### src/rtl/wdt_map.svh
// Register offsets, field positions, reset values and timing counts
`ifndef WDT_MAP_SVH
`define WDT_MAP_SVH
`define WDT_CTRL_OFS      8'h00
`define WDT_RCF_OFS       8'h04
`define WDT_WAKEEN_OFS    8'h08
`define WDT_STAT_OFS      8'h0c
`define WDT_CMD_OFS       8'h10
`define WDT_CTRL_RST      8'h53
`define WDT_KEY_MSB       7
`define WDT_KEY_LSB       3
`define WDT_PS_MSB        2
`define WDT_PS_LSB        0
`define WDT_KEY_OFF       5'h15
`define WDT_KEY_ON        5'h0a
`define WDT_SRF_BIT       0
`define WDT_LVF_BIT       2
`define WDT_PS_BASE       8
`define WDT_SRST_DLY      4
`define WDT_CORE_MHZ      50
`define WDT_SLOW_KHZ      32
`define WDT_SLOW_DIV      ((`WDT_CORE_MHZ * 1000) / `WDT_SLOW_KHZ)
`endif

### src/rtl/wdt_pkg.sv
// Types shared by the watchdog and wake-up block
package wdt_pkg;
    typedef enum logic [1:0] {
        MODE_SLEEP = 2'b00,
        MODE_IDLE0 = 2'b01,
        MODE_IDLE_FAST = 2'b10,
        MODE_IDLE_BOTH = 2'b11
    } halt_mode_e;
    typedef enum logic [1:0] {
        ST_RUN   = 2'b00,
        ST_HALT  = 2'b01,
        ST_SRST  = 2'b10
    } pwr_state_e;
    typedef struct packed {
        logic clearWatchdog;
        logic halt;
    } cpu_cmd_s;
    typedef struct packed {
        logic fullReset;
        logic pcSpReset;
        logic wake;
        logic resumeNext;
        logic intEntry;
    } core_ctl_s;
endpackage

### src/rtl/slow_tick_gen.sv
// Slow oscillator tick generator derived from the core clock
`timescale 1ns/10ps
`default_nettype none
`include "wdt_map.svh"
module slow_tick_gen #(
    parameter int DIV = `WDT_SLOW_DIV
) (
    input  wire logic core_clk,   // Core clock
    input  wire logic sys_rst,    // Sync reset
    input  wire logic clkEn,      // Clock enable
    output logic      tick        // One pulse per slow period
);
    logic [15:0] count;

    // Free running divider; stays running in every low-power mode
    always_ff @(posedge core_clk)
    begin
        if (sys_rst)
            count <= 16'h0000;
        else if (clkEn)
            count <= (count == 16'(DIV - 1)) ? 16'h0000 : count + 16'h0001;
    end

    assign tick = clkEn && (count == 16'(DIV - 1));
endmodule
`default_nettype wire

### src/rtl/wdt_counter.sv
// Watchdog counter with power-of-two overflow select
`timescale 1ns/10ps
`default_nettype none
`include "wdt_map.svh"
module wdt_counter (
    input  wire logic       core_clk,  // Core clock
    input  wire logic       sys_rst,   // Sync reset
    input  wire logic       clkEn,     // Clock enable
    input  wire logic       tick,      // Slow clock tick
    input  wire logic       run,       // Watchdog enabled
    input  wire logic       clear,     // Clear request
    input  wire logic [2:0] periodSel, // Period select
    output logic            overflow   // One-cycle overflow
);
    logic [15:0] count;
    logic [15:0] limit;

    assign limit = 16'(16'h0001 << (`WDT_PS_BASE + 32'(periodSel)));

    // Clear wins over counting so a cleared timer never fires late
    always_ff @(posedge core_clk)
    begin
        if (sys_rst)
            count <= 16'h0000;
        else if (clkEn)
        begin
            if (clear || overflow)
                count <= 16'h0000;
            else if (run && tick)
                count <= count + 16'h0001;
        end
    end

    // Pulse when the selected count is reached
    assign overflow = clkEn && run && !clear && (count >= limit);
endmodule
`default_nettype wire

### src/rtl/watchdog_wakeup.sv
// Watchdog timer, software-reset key check and halt/wake-up control
`timescale 1ns/10ps
`default_nettype none
`include "wdt_map.svh"
module watchdog_and_wakeup_logic #(
    parameter int PORTA_W   = 8,
    parameter int IRQ_W     = 8,
    parameter int SRST_DLY  = `WDT_SRST_DLY,
    parameter int SLOW_DIV  = `WDT_SLOW_DIV
) (
    input  wire logic               core_clk,  // Core clock
    input  wire logic               sys_rst,   // Power-on reset, sync
    input  wire logic               clkEn,     // Freezes state when low
    input  wire logic [7:0]         adr_i,     // Wishbone byte address
    input  wire logic [31:0]        dat_i,     // Wishbone write data
    output logic      [31:0]        dat_o,     // Wishbone read data
    input  wire logic               cyc_i,     // Wishbone cycle
    input  wire logic               stb_i,     // Wishbone strobe
    input  wire logic               we_i,      // Wishbone write enable
    input  wire logic [3:0]         sel_i,     // Wishbone byte select
    output logic                    ack_o,     // Wishbone acknowledge
    output logic                    err_o,     // Unmapped address
    input  wire wdt_pkg::cpu_cmd_s  cpuCmd,    // Instruction strobes
    input  wire logic               keepFast,  // Keep fast osc in halt
    input  wire logic               keepSlow,  // Keep slow osc in halt
    input  wire logic               lowVoltEvt,// Low-voltage event pulse
    input  wire logic [PORTA_W-1:0] portA,     // Port A pin levels
    input  wire logic [IRQ_W-1:0]   irqReq,    // Interrupt request flags
    input  wire logic [IRQ_W-1:0]   irqEn,     // Interrupt enables
    input  wire logic               stackFull, // Stack has no room
    output wdt_pkg::core_ctl_s      coreCtl,   // Reset and wake controls
    output logic                    expiryFlag,    // Time-out status
    output logic                    powerdownFlag, // Powerdown status
    output wdt_pkg::halt_mode_e     haltMode,  // Current low-power mode
    output logic                    halted     // In sleep or idle
);
    // ********************************************************
    // Registers and state
    // ********************************************************
    logic [7:0]           watchdog_control;
    logic                 softResetCauseFlag;
    logic                 lowVoltageCauseFlag;
    logic [PORTA_W-1:0]   portAWakeEnable;
    logic [PORTA_W-1:0]   portAPrev;
    logic [IRQ_W-1:0]     irqMask;
    wdt_pkg::pwr_state_e  state;
    logic [7:0]           srstCount;
    logic                 tick;
    logic                 overflow;
    logic                 wdtRun;
    logic                 wdtClear;
    logic                 keyBad;
    logic                 busHit;
    logic                 wrCtrl;
    logic                 wrRcf;
    logic                 wrWake;
    logic [4:0]           key;
    logic                 pinWake;
    logic [IRQ_W-1:0]     irqWakeVec;
    logic                 irqWake;
    logic                 irqServ;
    logic                 mapped;

    assign key    = watchdog_control[`WDT_KEY_MSB:`WDT_KEY_LSB];
    assign keyBad = (key != `WDT_KEY_ON) && (key != `WDT_KEY_OFF);
    assign wdtRun = (key == `WDT_KEY_ON) && (state != wdt_pkg::ST_SRST);

    // ********************************************************
    // Wishbone slave
    // ********************************************************
    assign busHit = cyc_i && stb_i && !ack_o && !err_o;
    assign mapped = (adr_i == `WDT_CTRL_OFS) || (adr_i == `WDT_RCF_OFS)
                 || (adr_i == `WDT_WAKEEN_OFS) || (adr_i == `WDT_STAT_OFS)
                 || (adr_i == `WDT_CMD_OFS);
    assign wrCtrl = clkEn && busHit && we_i && sel_i[0]
                 && (adr_i == `WDT_CTRL_OFS);
    assign wrRcf  = clkEn && busHit && we_i && sel_i[0]
                 && (adr_i == `WDT_RCF_OFS);
    assign wrWake = clkEn && busHit && we_i && sel_i[0]
                 && (adr_i == `WDT_WAKEEN_OFS);

    // One-cycle ack after request, dropped the cycle after
    always_ff @(posedge core_clk)
    begin
        if (sys_rst)
        begin
            ack_o <= 1'b0;
            err_o <= 1'b0;
        end
        else if (clkEn)
        begin
            ack_o <= busHit && mapped;
            err_o <= busHit && !mapped;
        end
    end

    // Read data registered at the accepting edge
    always_ff @(posedge core_clk)
    begin
        if (sys_rst)
            dat_o <= 32'h0000_0000;
        else if (clkEn && busHit)
        begin
            unique case (adr_i)
                `WDT_CTRL_OFS:   dat_o <= {24'h000000, watchdog_control};
                `WDT_RCF_OFS:    dat_o <= {29'h0, lowVoltageCauseFlag,
                                           1'b0, softResetCauseFlag};
                `WDT_WAKEEN_OFS: dat_o <= 32'(portAWakeEnable);
                `WDT_STAT_OFS:   dat_o <= {28'h0, halted, wdtRun,
                                           powerdownFlag, expiryFlag};
                default:         dat_o <= 32'h0000_0000;
            endcase
        end
    end

    // ********************************************************
    // Watchdog control register
    // ********************************************************
    // Power-on value runs watchdog with period code 011
    always_ff @(posedge core_clk)
    begin
        if (sys_rst)
            watchdog_control <= `WDT_CTRL_RST;
        else if (wrCtrl)
            watchdog_control <= dat_i[7:0];
    end

    // Wake enables kept across a watchdog wake, cleared at power-on
    always_ff @(posedge core_clk)
    begin
        if (sys_rst)
            portAWakeEnable <= '0;
        else if (wrWake)
            portAWakeEnable <= dat_i[PORTA_W-1:0];
    end

    // Cause flags survive soft and watchdog resets; cleared by power-on reset or the flag's own clear
    // Set beats software clear so an event is never lost
    always_ff @(posedge core_clk)
    begin
        if (sys_rst)
        begin
            softResetCauseFlag  <= 1'b0;
            lowVoltageCauseFlag <= 1'b0;
        end
        else if (clkEn)
        begin
            if (state == wdt_pkg::ST_SRST && coreCtl.fullReset)
                softResetCauseFlag <= 1'b1;
            else if (wrRcf && !dat_i[`WDT_SRF_BIT])
                softResetCauseFlag <= 1'b0;
            if (lowVoltEvt)
                lowVoltageCauseFlag <= 1'b1;
            else if (wrRcf && !dat_i[`WDT_LVF_BIT])
                lowVoltageCauseFlag <= 1'b0;
        end
    end

    // ********************************************************
    // Watchdog counter
    // ********************************************************
    slow_tick_gen #(
        .DIV      (SLOW_DIV)
    ) u_tick (
        .core_clk (core_clk),
        .sys_rst  (sys_rst),
        .clkEn    (clkEn),
        .tick     (tick)
    );

    // These three events clear the timer, besides its own overflow
    assign wdtClear = (cpuCmd.clearWatchdog && state == wdt_pkg::ST_RUN)
                   || (cpuCmd.halt && state == wdt_pkg::ST_RUN)
                   || (keyBad && state != wdt_pkg::ST_SRST);

    wdt_counter u_cnt (
        .core_clk  (core_clk),
        .sys_rst   (sys_rst),
        .clkEn     (clkEn),
        .tick      (tick),
        .run       (wdtRun),
        .clear     (wdtClear),
        .periodSel (watchdog_control[`WDT_PS_MSB:`WDT_PS_LSB]),
        .overflow  (overflow)
    );

    // ********************************************************
    // Wake sources
    // ********************************************************
    // Falling edge on an enabled Port A pin
    always_ff @(posedge core_clk)
    begin
        if (sys_rst)
            portAPrev <= '1;
        else if (clkEn)
            portAPrev <= portA;
    end
    assign pinWake = |(portAPrev & ~portA & portAWakeEnable);

    // Requests already pending at halt are masked off
    always_ff @(posedge core_clk)
    begin
        if (sys_rst)
            irqMask <= '0;
        else if (clkEn && cpuCmd.halt && state == wdt_pkg::ST_RUN)
            irqMask <= irqReq;
    end
    assign irqWakeVec = irqReq & ~irqMask;
    assign irqWake    = |irqWakeVec;
    // Enabled with stack room enters the handler; else resume, stay pending
    assign irqServ    = |(irqWakeVec & irqEn) && !stackFull;

    // ********************************************************
    // Power state machine
    // ********************************************************
    // Bad key waits a fixed slow-tick delay before the full reset
    always_ff @(posedge core_clk)
    begin
        if (sys_rst)
        begin
            state     <= wdt_pkg::ST_RUN;
            srstCount <= 8'h00;
            haltMode  <= wdt_pkg::MODE_SLEEP;
        end
        else if (clkEn)
        begin
            unique case (state)
                wdt_pkg::ST_RUN:
                begin
                    srstCount <= 8'h00;
                    if (keyBad)
                        state <= wdt_pkg::ST_SRST;
                    else if (cpuCmd.halt)
                    begin
                        state    <= wdt_pkg::ST_HALT;
                        haltMode <= wdt_pkg::halt_mode_e'({keepFast,
                                                           keepSlow});
                    end
                end
                wdt_pkg::ST_HALT:
                begin
                    if (keyBad)
                        state <= wdt_pkg::ST_SRST;
                    else if (overflow || pinWake || irqWake)
                        state <= wdt_pkg::ST_RUN;
                end
                wdt_pkg::ST_SRST:
                begin
                    if (coreCtl.fullReset)
                    begin
                        state     <= wdt_pkg::ST_RUN;
                        srstCount <= 8'h00;
                    end
                    else if (tick)
                        srstCount <= srstCount + 8'h01;
                end
                default:
                    state <= wdt_pkg::ST_RUN;
            endcase
        end
    end

    // Bad key stays once the delay fires: control is not reset, so ST_SRST is re-entered
    assign halted = (state == wdt_pkg::ST_HALT);

    // Reset and wake outputs toward the core
    always_comb
    begin
        coreCtl = '0;
        if (clkEn)
        begin
            coreCtl.fullReset = (state == wdt_pkg::ST_SRST
                                 && srstCount == 8'(SRST_DLY))
                             || (state == wdt_pkg::ST_RUN && overflow
                                 && !keyBad);
            coreCtl.wake      = halted && !keyBad
                             && (overflow || pinWake || irqWake);
            coreCtl.pcSpReset = halted && !keyBad && overflow;
            coreCtl.intEntry  = coreCtl.wake && !overflow && !pinWake
                             && irqServ;
            coreCtl.resumeNext = coreCtl.wake && !overflow
                              && !coreCtl.intEntry;
        end
    end

    // ********************************************************
    // Status flags
    // ********************************************************
    // Expiry flag: set by overflow, cleared by halt and clear instruction
    always_ff @(posedge core_clk)
    begin
        if (sys_rst)
            expiryFlag <= 1'b0;
        else if (clkEn)
        begin
            if (overflow && state != wdt_pkg::ST_SRST)
                expiryFlag <= 1'b1;
            else if ((cpuCmd.halt || cpuCmd.clearWatchdog)
                     && state == wdt_pkg::ST_RUN)
                expiryFlag <= 1'b0;
        end
    end

    // Powerdown flag: set by halt, cleared by clear instruction
    always_ff @(posedge core_clk)
    begin
        if (sys_rst)
            powerdownFlag <= 1'b0;
        else if (clkEn && state == wdt_pkg::ST_RUN)
        begin
            if (cpuCmd.halt)
                powerdownFlag <= 1'b1;
            else if (cpuCmd.clearWatchdog)
                powerdownFlag <= 1'b0;
        end
    end

    // ********************************************************
    // Checks
    // ********************************************************
    a_halt_sets_pd: assert property (@(posedge core_clk) disable iff (sys_rst)
        clkEn && cpuCmd.halt && state == wdt_pkg::ST_RUN && !keyBad
        |=> powerdownFlag && !expiryFlag && halted)
        else $error("halt did not set powerdown");
    a_clr_pd: assert property (@(posedge core_clk) disable iff (sys_rst)
        clkEn && cpuCmd.clearWatchdog && !cpuCmd.halt
        && state == wdt_pkg::ST_RUN |=> !powerdownFlag)
        else $error("clear did not drop powerdown");
    a_run_overflow: assert property (@(posedge core_clk) disable iff (sys_rst)
        overflow && state == wdt_pkg::ST_RUN && !keyBad
        |-> coreCtl.fullReset ##1 expiryFlag)
        else $error("overflow gave no reset");
    a_halt_overflow: assert property (@(posedge core_clk) disable iff (sys_rst)
        overflow && halted && !keyBad
        |-> coreCtl.pcSpReset && coreCtl.wake && !coreCtl.fullReset
            ##1 expiryFlag && !halted)
        else $error("halt overflow wrong");
    a_bad_key_go: assert property (@(posedge core_clk) disable iff (sys_rst)
        clkEn && keyBad && state == wdt_pkg::ST_RUN
        |=> state == wdt_pkg::ST_SRST)
        else $error("bad key not seen");
    a_srst_flag: assert property (@(posedge core_clk) disable iff (sys_rst)
        coreCtl.fullReset && state == wdt_pkg::ST_SRST
        |=> softResetCauseFlag)
        else $error("soft reset flag not set");
    a_off_key_quiet: assert property (@(posedge core_clk) disable iff (sys_rst)
        key == `WDT_KEY_OFF |-> !overflow)
        else $error("disabled watchdog fired");
    a_pin_wake: assert property (@(posedge core_clk) disable iff (sys_rst)
        halted && pinWake && !overflow && !keyBad
        |-> coreCtl.resumeNext || coreCtl.intEntry)
        else $error("pin wake lost");
    a_no_over_clr: assert property (@(posedge core_clk) disable iff (sys_rst)
        wdtClear |-> !overflow)
        else $error("overflow with clear");
endmodule
`default_nettype wire

### config.mk
export PLATFORM = sky130hd
export DESIGN_NAME = watchdog_and_wakeup_logic
export DESIGN_NICKNAME = d
export VERILOG_FILES = /design/src/rtl/wdt_pkg.sv /design/src/rtl/slow_tick_gen.sv /design/src/rtl/wdt_counter.sv /design/src/rtl/watchdog_wakeup.sv
export VERILOG_INCLUDE_DIRS = /design/src /design/src/rtl
export SDC_FILE = /design/constraint.sdc
export NUM_CORES = 1
export LEC_CHECK = 0
export BUFFER_PORTS_ARGS = -buffer_cell sky130_fd_sc_hd__buf_2
export CAP_MARGIN = 20
export CORE_MARGIN = 1
export CORE_UTILIZATION = 35
export DETAILED_ROUTE_END_ITERATION = 12
export GPL_TIMING_DRIVEN = 0
export PLACE_DENSITY_LB_ADDON = 0.2
export SLEW_MARGIN = 15
export SYNTH_ARGS = -nofsm -noshare
export SYNTH_HDL_FRONTEND = slang
export SYNTH_HIERARCHICAL = 1
export SYNTH_SLANG_ARGS = --single-unit
### constraint.sdc
create_clock -name core_clk -period 4.5 [get_ports core_clk]
set_clock_uncertainty 0.05 [all_clocks]
set_input_delay 0.225 -clock core_clk [delete_from_list [all_inputs] [get_ports core_clk]]
set_output_delay 0.225 -clock core_clk [all_outputs]
set_load 0.01 [all_outputs]
==> impl_metrics.tcl <==
set metrics [dict create \
    status "complete, no violations" \
    ys_warn_count 6 \
    die_w_um 122 \
    rsz0062_at_grt "no" \
    path_class "reg -> out" \
    cts_resized 0 \
    wl_per_cell_um 14.5 \
    synth_area_per_cell_um2 8.47 \
    max_slew_margin 0.395 \
    cts.sinks 90 \
    vias_per_cell 5.20 \
    post-route-period-util 0.849 \
    worstPathArrival_ns 3.55 \
    r2r_cells 10 \
    grt_usage 0.176 \
    rr_endpoint "u_cnt/count[9]$_SDFFE_PP0P_" \
    start_util 0.359 \
    hold-path-cell-count 2 \
    rows 43 \
    r2r_slack_ns 1.30 \
    drc_errors 0 \
    powerDensity_mw_per_mm2 294 \
    rr_startpoint "u_tick/count[0]$_SDFFE_PP0P_" \
    cts-root-buf "clkbuf_16" \
    worstMarginPinSlew_ns 0.906 \
    synth_edf_count 0 \
    drive_gt1_frac 0.204 \
    min_from "portA[2]" \
    instances_no_fill 880 \
    cts_hold_buffers 0 \
    finalSetupViolations 0 \
    synth_top_area_frac 0.360 \
    vias 4580 \
    multiInputGateArea_mm2 0.00293 \
    h-tree-depth 3 \
    yosys.area.top_type "dfxtp_1" \
    total_power_uw 1760 \
    drv_slew 0 \
    hold_path_end "portAPrev[2]$_SDFFE_PP1P_" \
    grt_pass1_vias 4177 \
    antenna_found_initial 0 \
    post_cts_buffers 0 \
    fp.dieH_um 122 \
    ir_drop_v 0.000212 \
    core-area_mm2 0.0139 \
    cp-start-kind "flop" \
    critPathMaxFanout 10 \
    overflow 0 \
    port_buffers 70 \
    p_leak_uw 0.00256 \
    worstSkewPairLatency_ns 0.35 \
    ys_seq_area_frac 0.360 \
    netlist_area_mm2 0.00501 \
    drt_iter0_drc 187 \
    hold_viol_final 0 \
    worstPathRequired_ns 4.22 \
    drt_pass1_iterations 4 \
    area_delta_synth_final_pct 19.3 \
    critPathCaptureType "output port" \
    synthArstFlopShare 0 \
    dpl.hpwl_mm 9.71 \
    synth_top_flop_cell "dfxtp_1" \
    cts_max_path_buffers 2 \
    gp_congestion 0.825 \
    grt_max_degree 16 \
    seq_area_mm2 0.00180 \
    setup_tns_ns 0 \
    die_area_mm2 0.0148 \
    grt_pass1_wl_mm 20.4 \
    hold_path_class "in -> reg" \
    cts_tree "yes" \
    ant_nets 0 \
    cts_inserted_buffers 9 \
    max_freq_mhz 262 \
    num_antenna_cells 0 \
    synth_cells 591 \
    clkSlewWorstSetupHoldPaths_ns 0.07 \
    ys_seq_elements 90 \
    period_needed_ns 3.82 \
    synth_cell_types 68 \
    place_inst 864 \
    cap_viol_max_count 0 \
    layout.nets 789 \
    fillers 1416 \
    boundaryPins 124 \
    wirelength_mm 12.7 \
    synth_area_leaders "dfxtp_1, nor2_1, nand2_1" \
]
==> worst max-delay path: stages (launching register included) <==
cell and delay (ns):
dfxtp_1 0.51, or3b_2 0.49, ha_1 0.31, nand4_1 0.13
a221oi_2 0.38, nor2_1 0.07, nor3_1 0.56, nor2_1 0.10
and3_1 0.20, nor4b_1 0.26, buf_2 0.19
==> logic make-up after synthesis <==
kind of cell | share of synthesized area
other | 0.000749
buffers and inverters | 0.0732
DFF | 0.360
AOI/OAI and AO/OA | 0.150
and+or+nand+nor | 0.297
adders and majority gates | 0.0350
xor gates and xnor gates | 0.0262
muxes | 0.0582
==> metal layers <==
metal  global-route usage  share of wire  vias to the layer above
met1                0.231           0.48                     2184
met4               0.0602          0.013                        0
li1                     -              -                     2304
met5                    0              0                        -
met2                0.289           0.47                       80
met3               0.0323          0.039                       12
==> per-stage QoR <==
stage	instance area, um^2	setup slack (ns)	hold slack (ns)	util
2_1_floorplan	5090	1.62	0.244	-
3_3_place_gp	5670	1.11	0.392	0.407
3_5_place_dp	5670	1.03	0.398	0.407
4_1_cts	5980	0.636	0.0425	0.429
5_1_grt	5980	0.383	0.0528	0.429
6_report	5980	0.678	0.0479	0.429
==> synthesized netlist by cell type, types with 4 or more instances <==
| master | instances |
|---|---|
| and3_1 | 9 |
| a22oi_1 | 7 |
| buf_2 | 4 |
| dfxtp_1 | 90 |
| a211o_1 | 13 |
| or3_1 | 8 |
| nand2_1 | 52 |
| o21ai_0 | 13 |
| and2_1 | 6 |
| buf_4 | 25 |
| ha_1 | 14 |
| nand4_1 | 16 |
| mux2i_1 | 19 |
| nor3_1 | 22 |
| nor4_1 | 6 |
| nand3b_1 | 7 |
| a21oi_1 | 34 |
| mux2_2 | 7 |
| clkbuf_1 | 12 |
| and4_1 | 5 |
| nand2b_1 | 9 |
| a31oi_1 | 9 |
| inv_1 | 18 |
| nor2b_1 | 21 |
| nor2_1 | 60 |
| nand3_1 | 29 |
| xnor2_1 | 12 |
==> final cells by class <==
| type | instances | share of cell area |
|---|---|---|
| Buffer | 47 | 0.0500 |
| Clock buffer | 11 | 0.0406 |
| Clock inverter | 5 | 0.0105 |
| Inverter | 18 | 0.0113 |
| Multi-Input combinational cell | 459 | 0.490 |
| Sequential cell | 90 | 0.302 |
| Tap cell | 180 | 0.0377 |
| Timing Repair Buffer | 70 | 0.0586 |
==> where the power goes <==
group	total (uW)	leakage [uW]	internal, uW	switching, uW
clock	772	0.000142	448	324
sequential	820	0.000729	810	9.47
combinational	166	0.00169	71.4	94.1
==> placed cells by master (no fill, tap or decap), drive strengths merged, types with 8 or more instances in the layout <==
master and count:
a211o 13, a21oi 35, a31oi 9, and3 9, buf 104, clkbuf 24
conb 24, dfxtp 90, ha 14, inv 19, mux2i 19, nand2 52
nand2b 9, nand3 30, nand4 17, nor2 60, nor2b 21, nor3 24
o21ai 15, or3 8, xnor2 12
==> state kept, by name, summed over array words and instances (netlist names) <==
name,flops
u_tick/count,16
srstCount,8
powerdownFlag,1
err_o,1
ack_o,1
u_cnt/count,16
softResetCauseFlag,1
state,2
watchdog_control,8
portAPrev,8
haltMode,2
portAWakeEnable,8
lowVoltageCauseFlag,1
irqMask,8
dat_o,8
expiryFlag,1
==> worst max-delay path by stage <==
| stage | startpoint | endpoint | slack, ns |
|---|---|---|---|
| finish | watchdog_control[2]$_SDFFE_PP0P_ | coreCtl[0] | 0.68 |
| global placement | watchdog_control[2]$_SDFFE_PP0P_ | coreCtl[0] | 1.11 |
| floorplan | watchdog_control[2]$_SDFFE_PP0P_ | coreCtl[0] | 1.62 |
| global route | watchdog_control[6]$_SDFFE_PP1P_ | coreCtl[0] | 0.38 |
| detailed placement | watchdog_control[2]$_SDFFE_PP0P_ | coreCtl[0] | 1.03 |
| CTS | watchdog_control[2]$_SDFFE_PP0P_ | coreCtl[0] | 0.64 |
(Power assumes the default switching activity.)
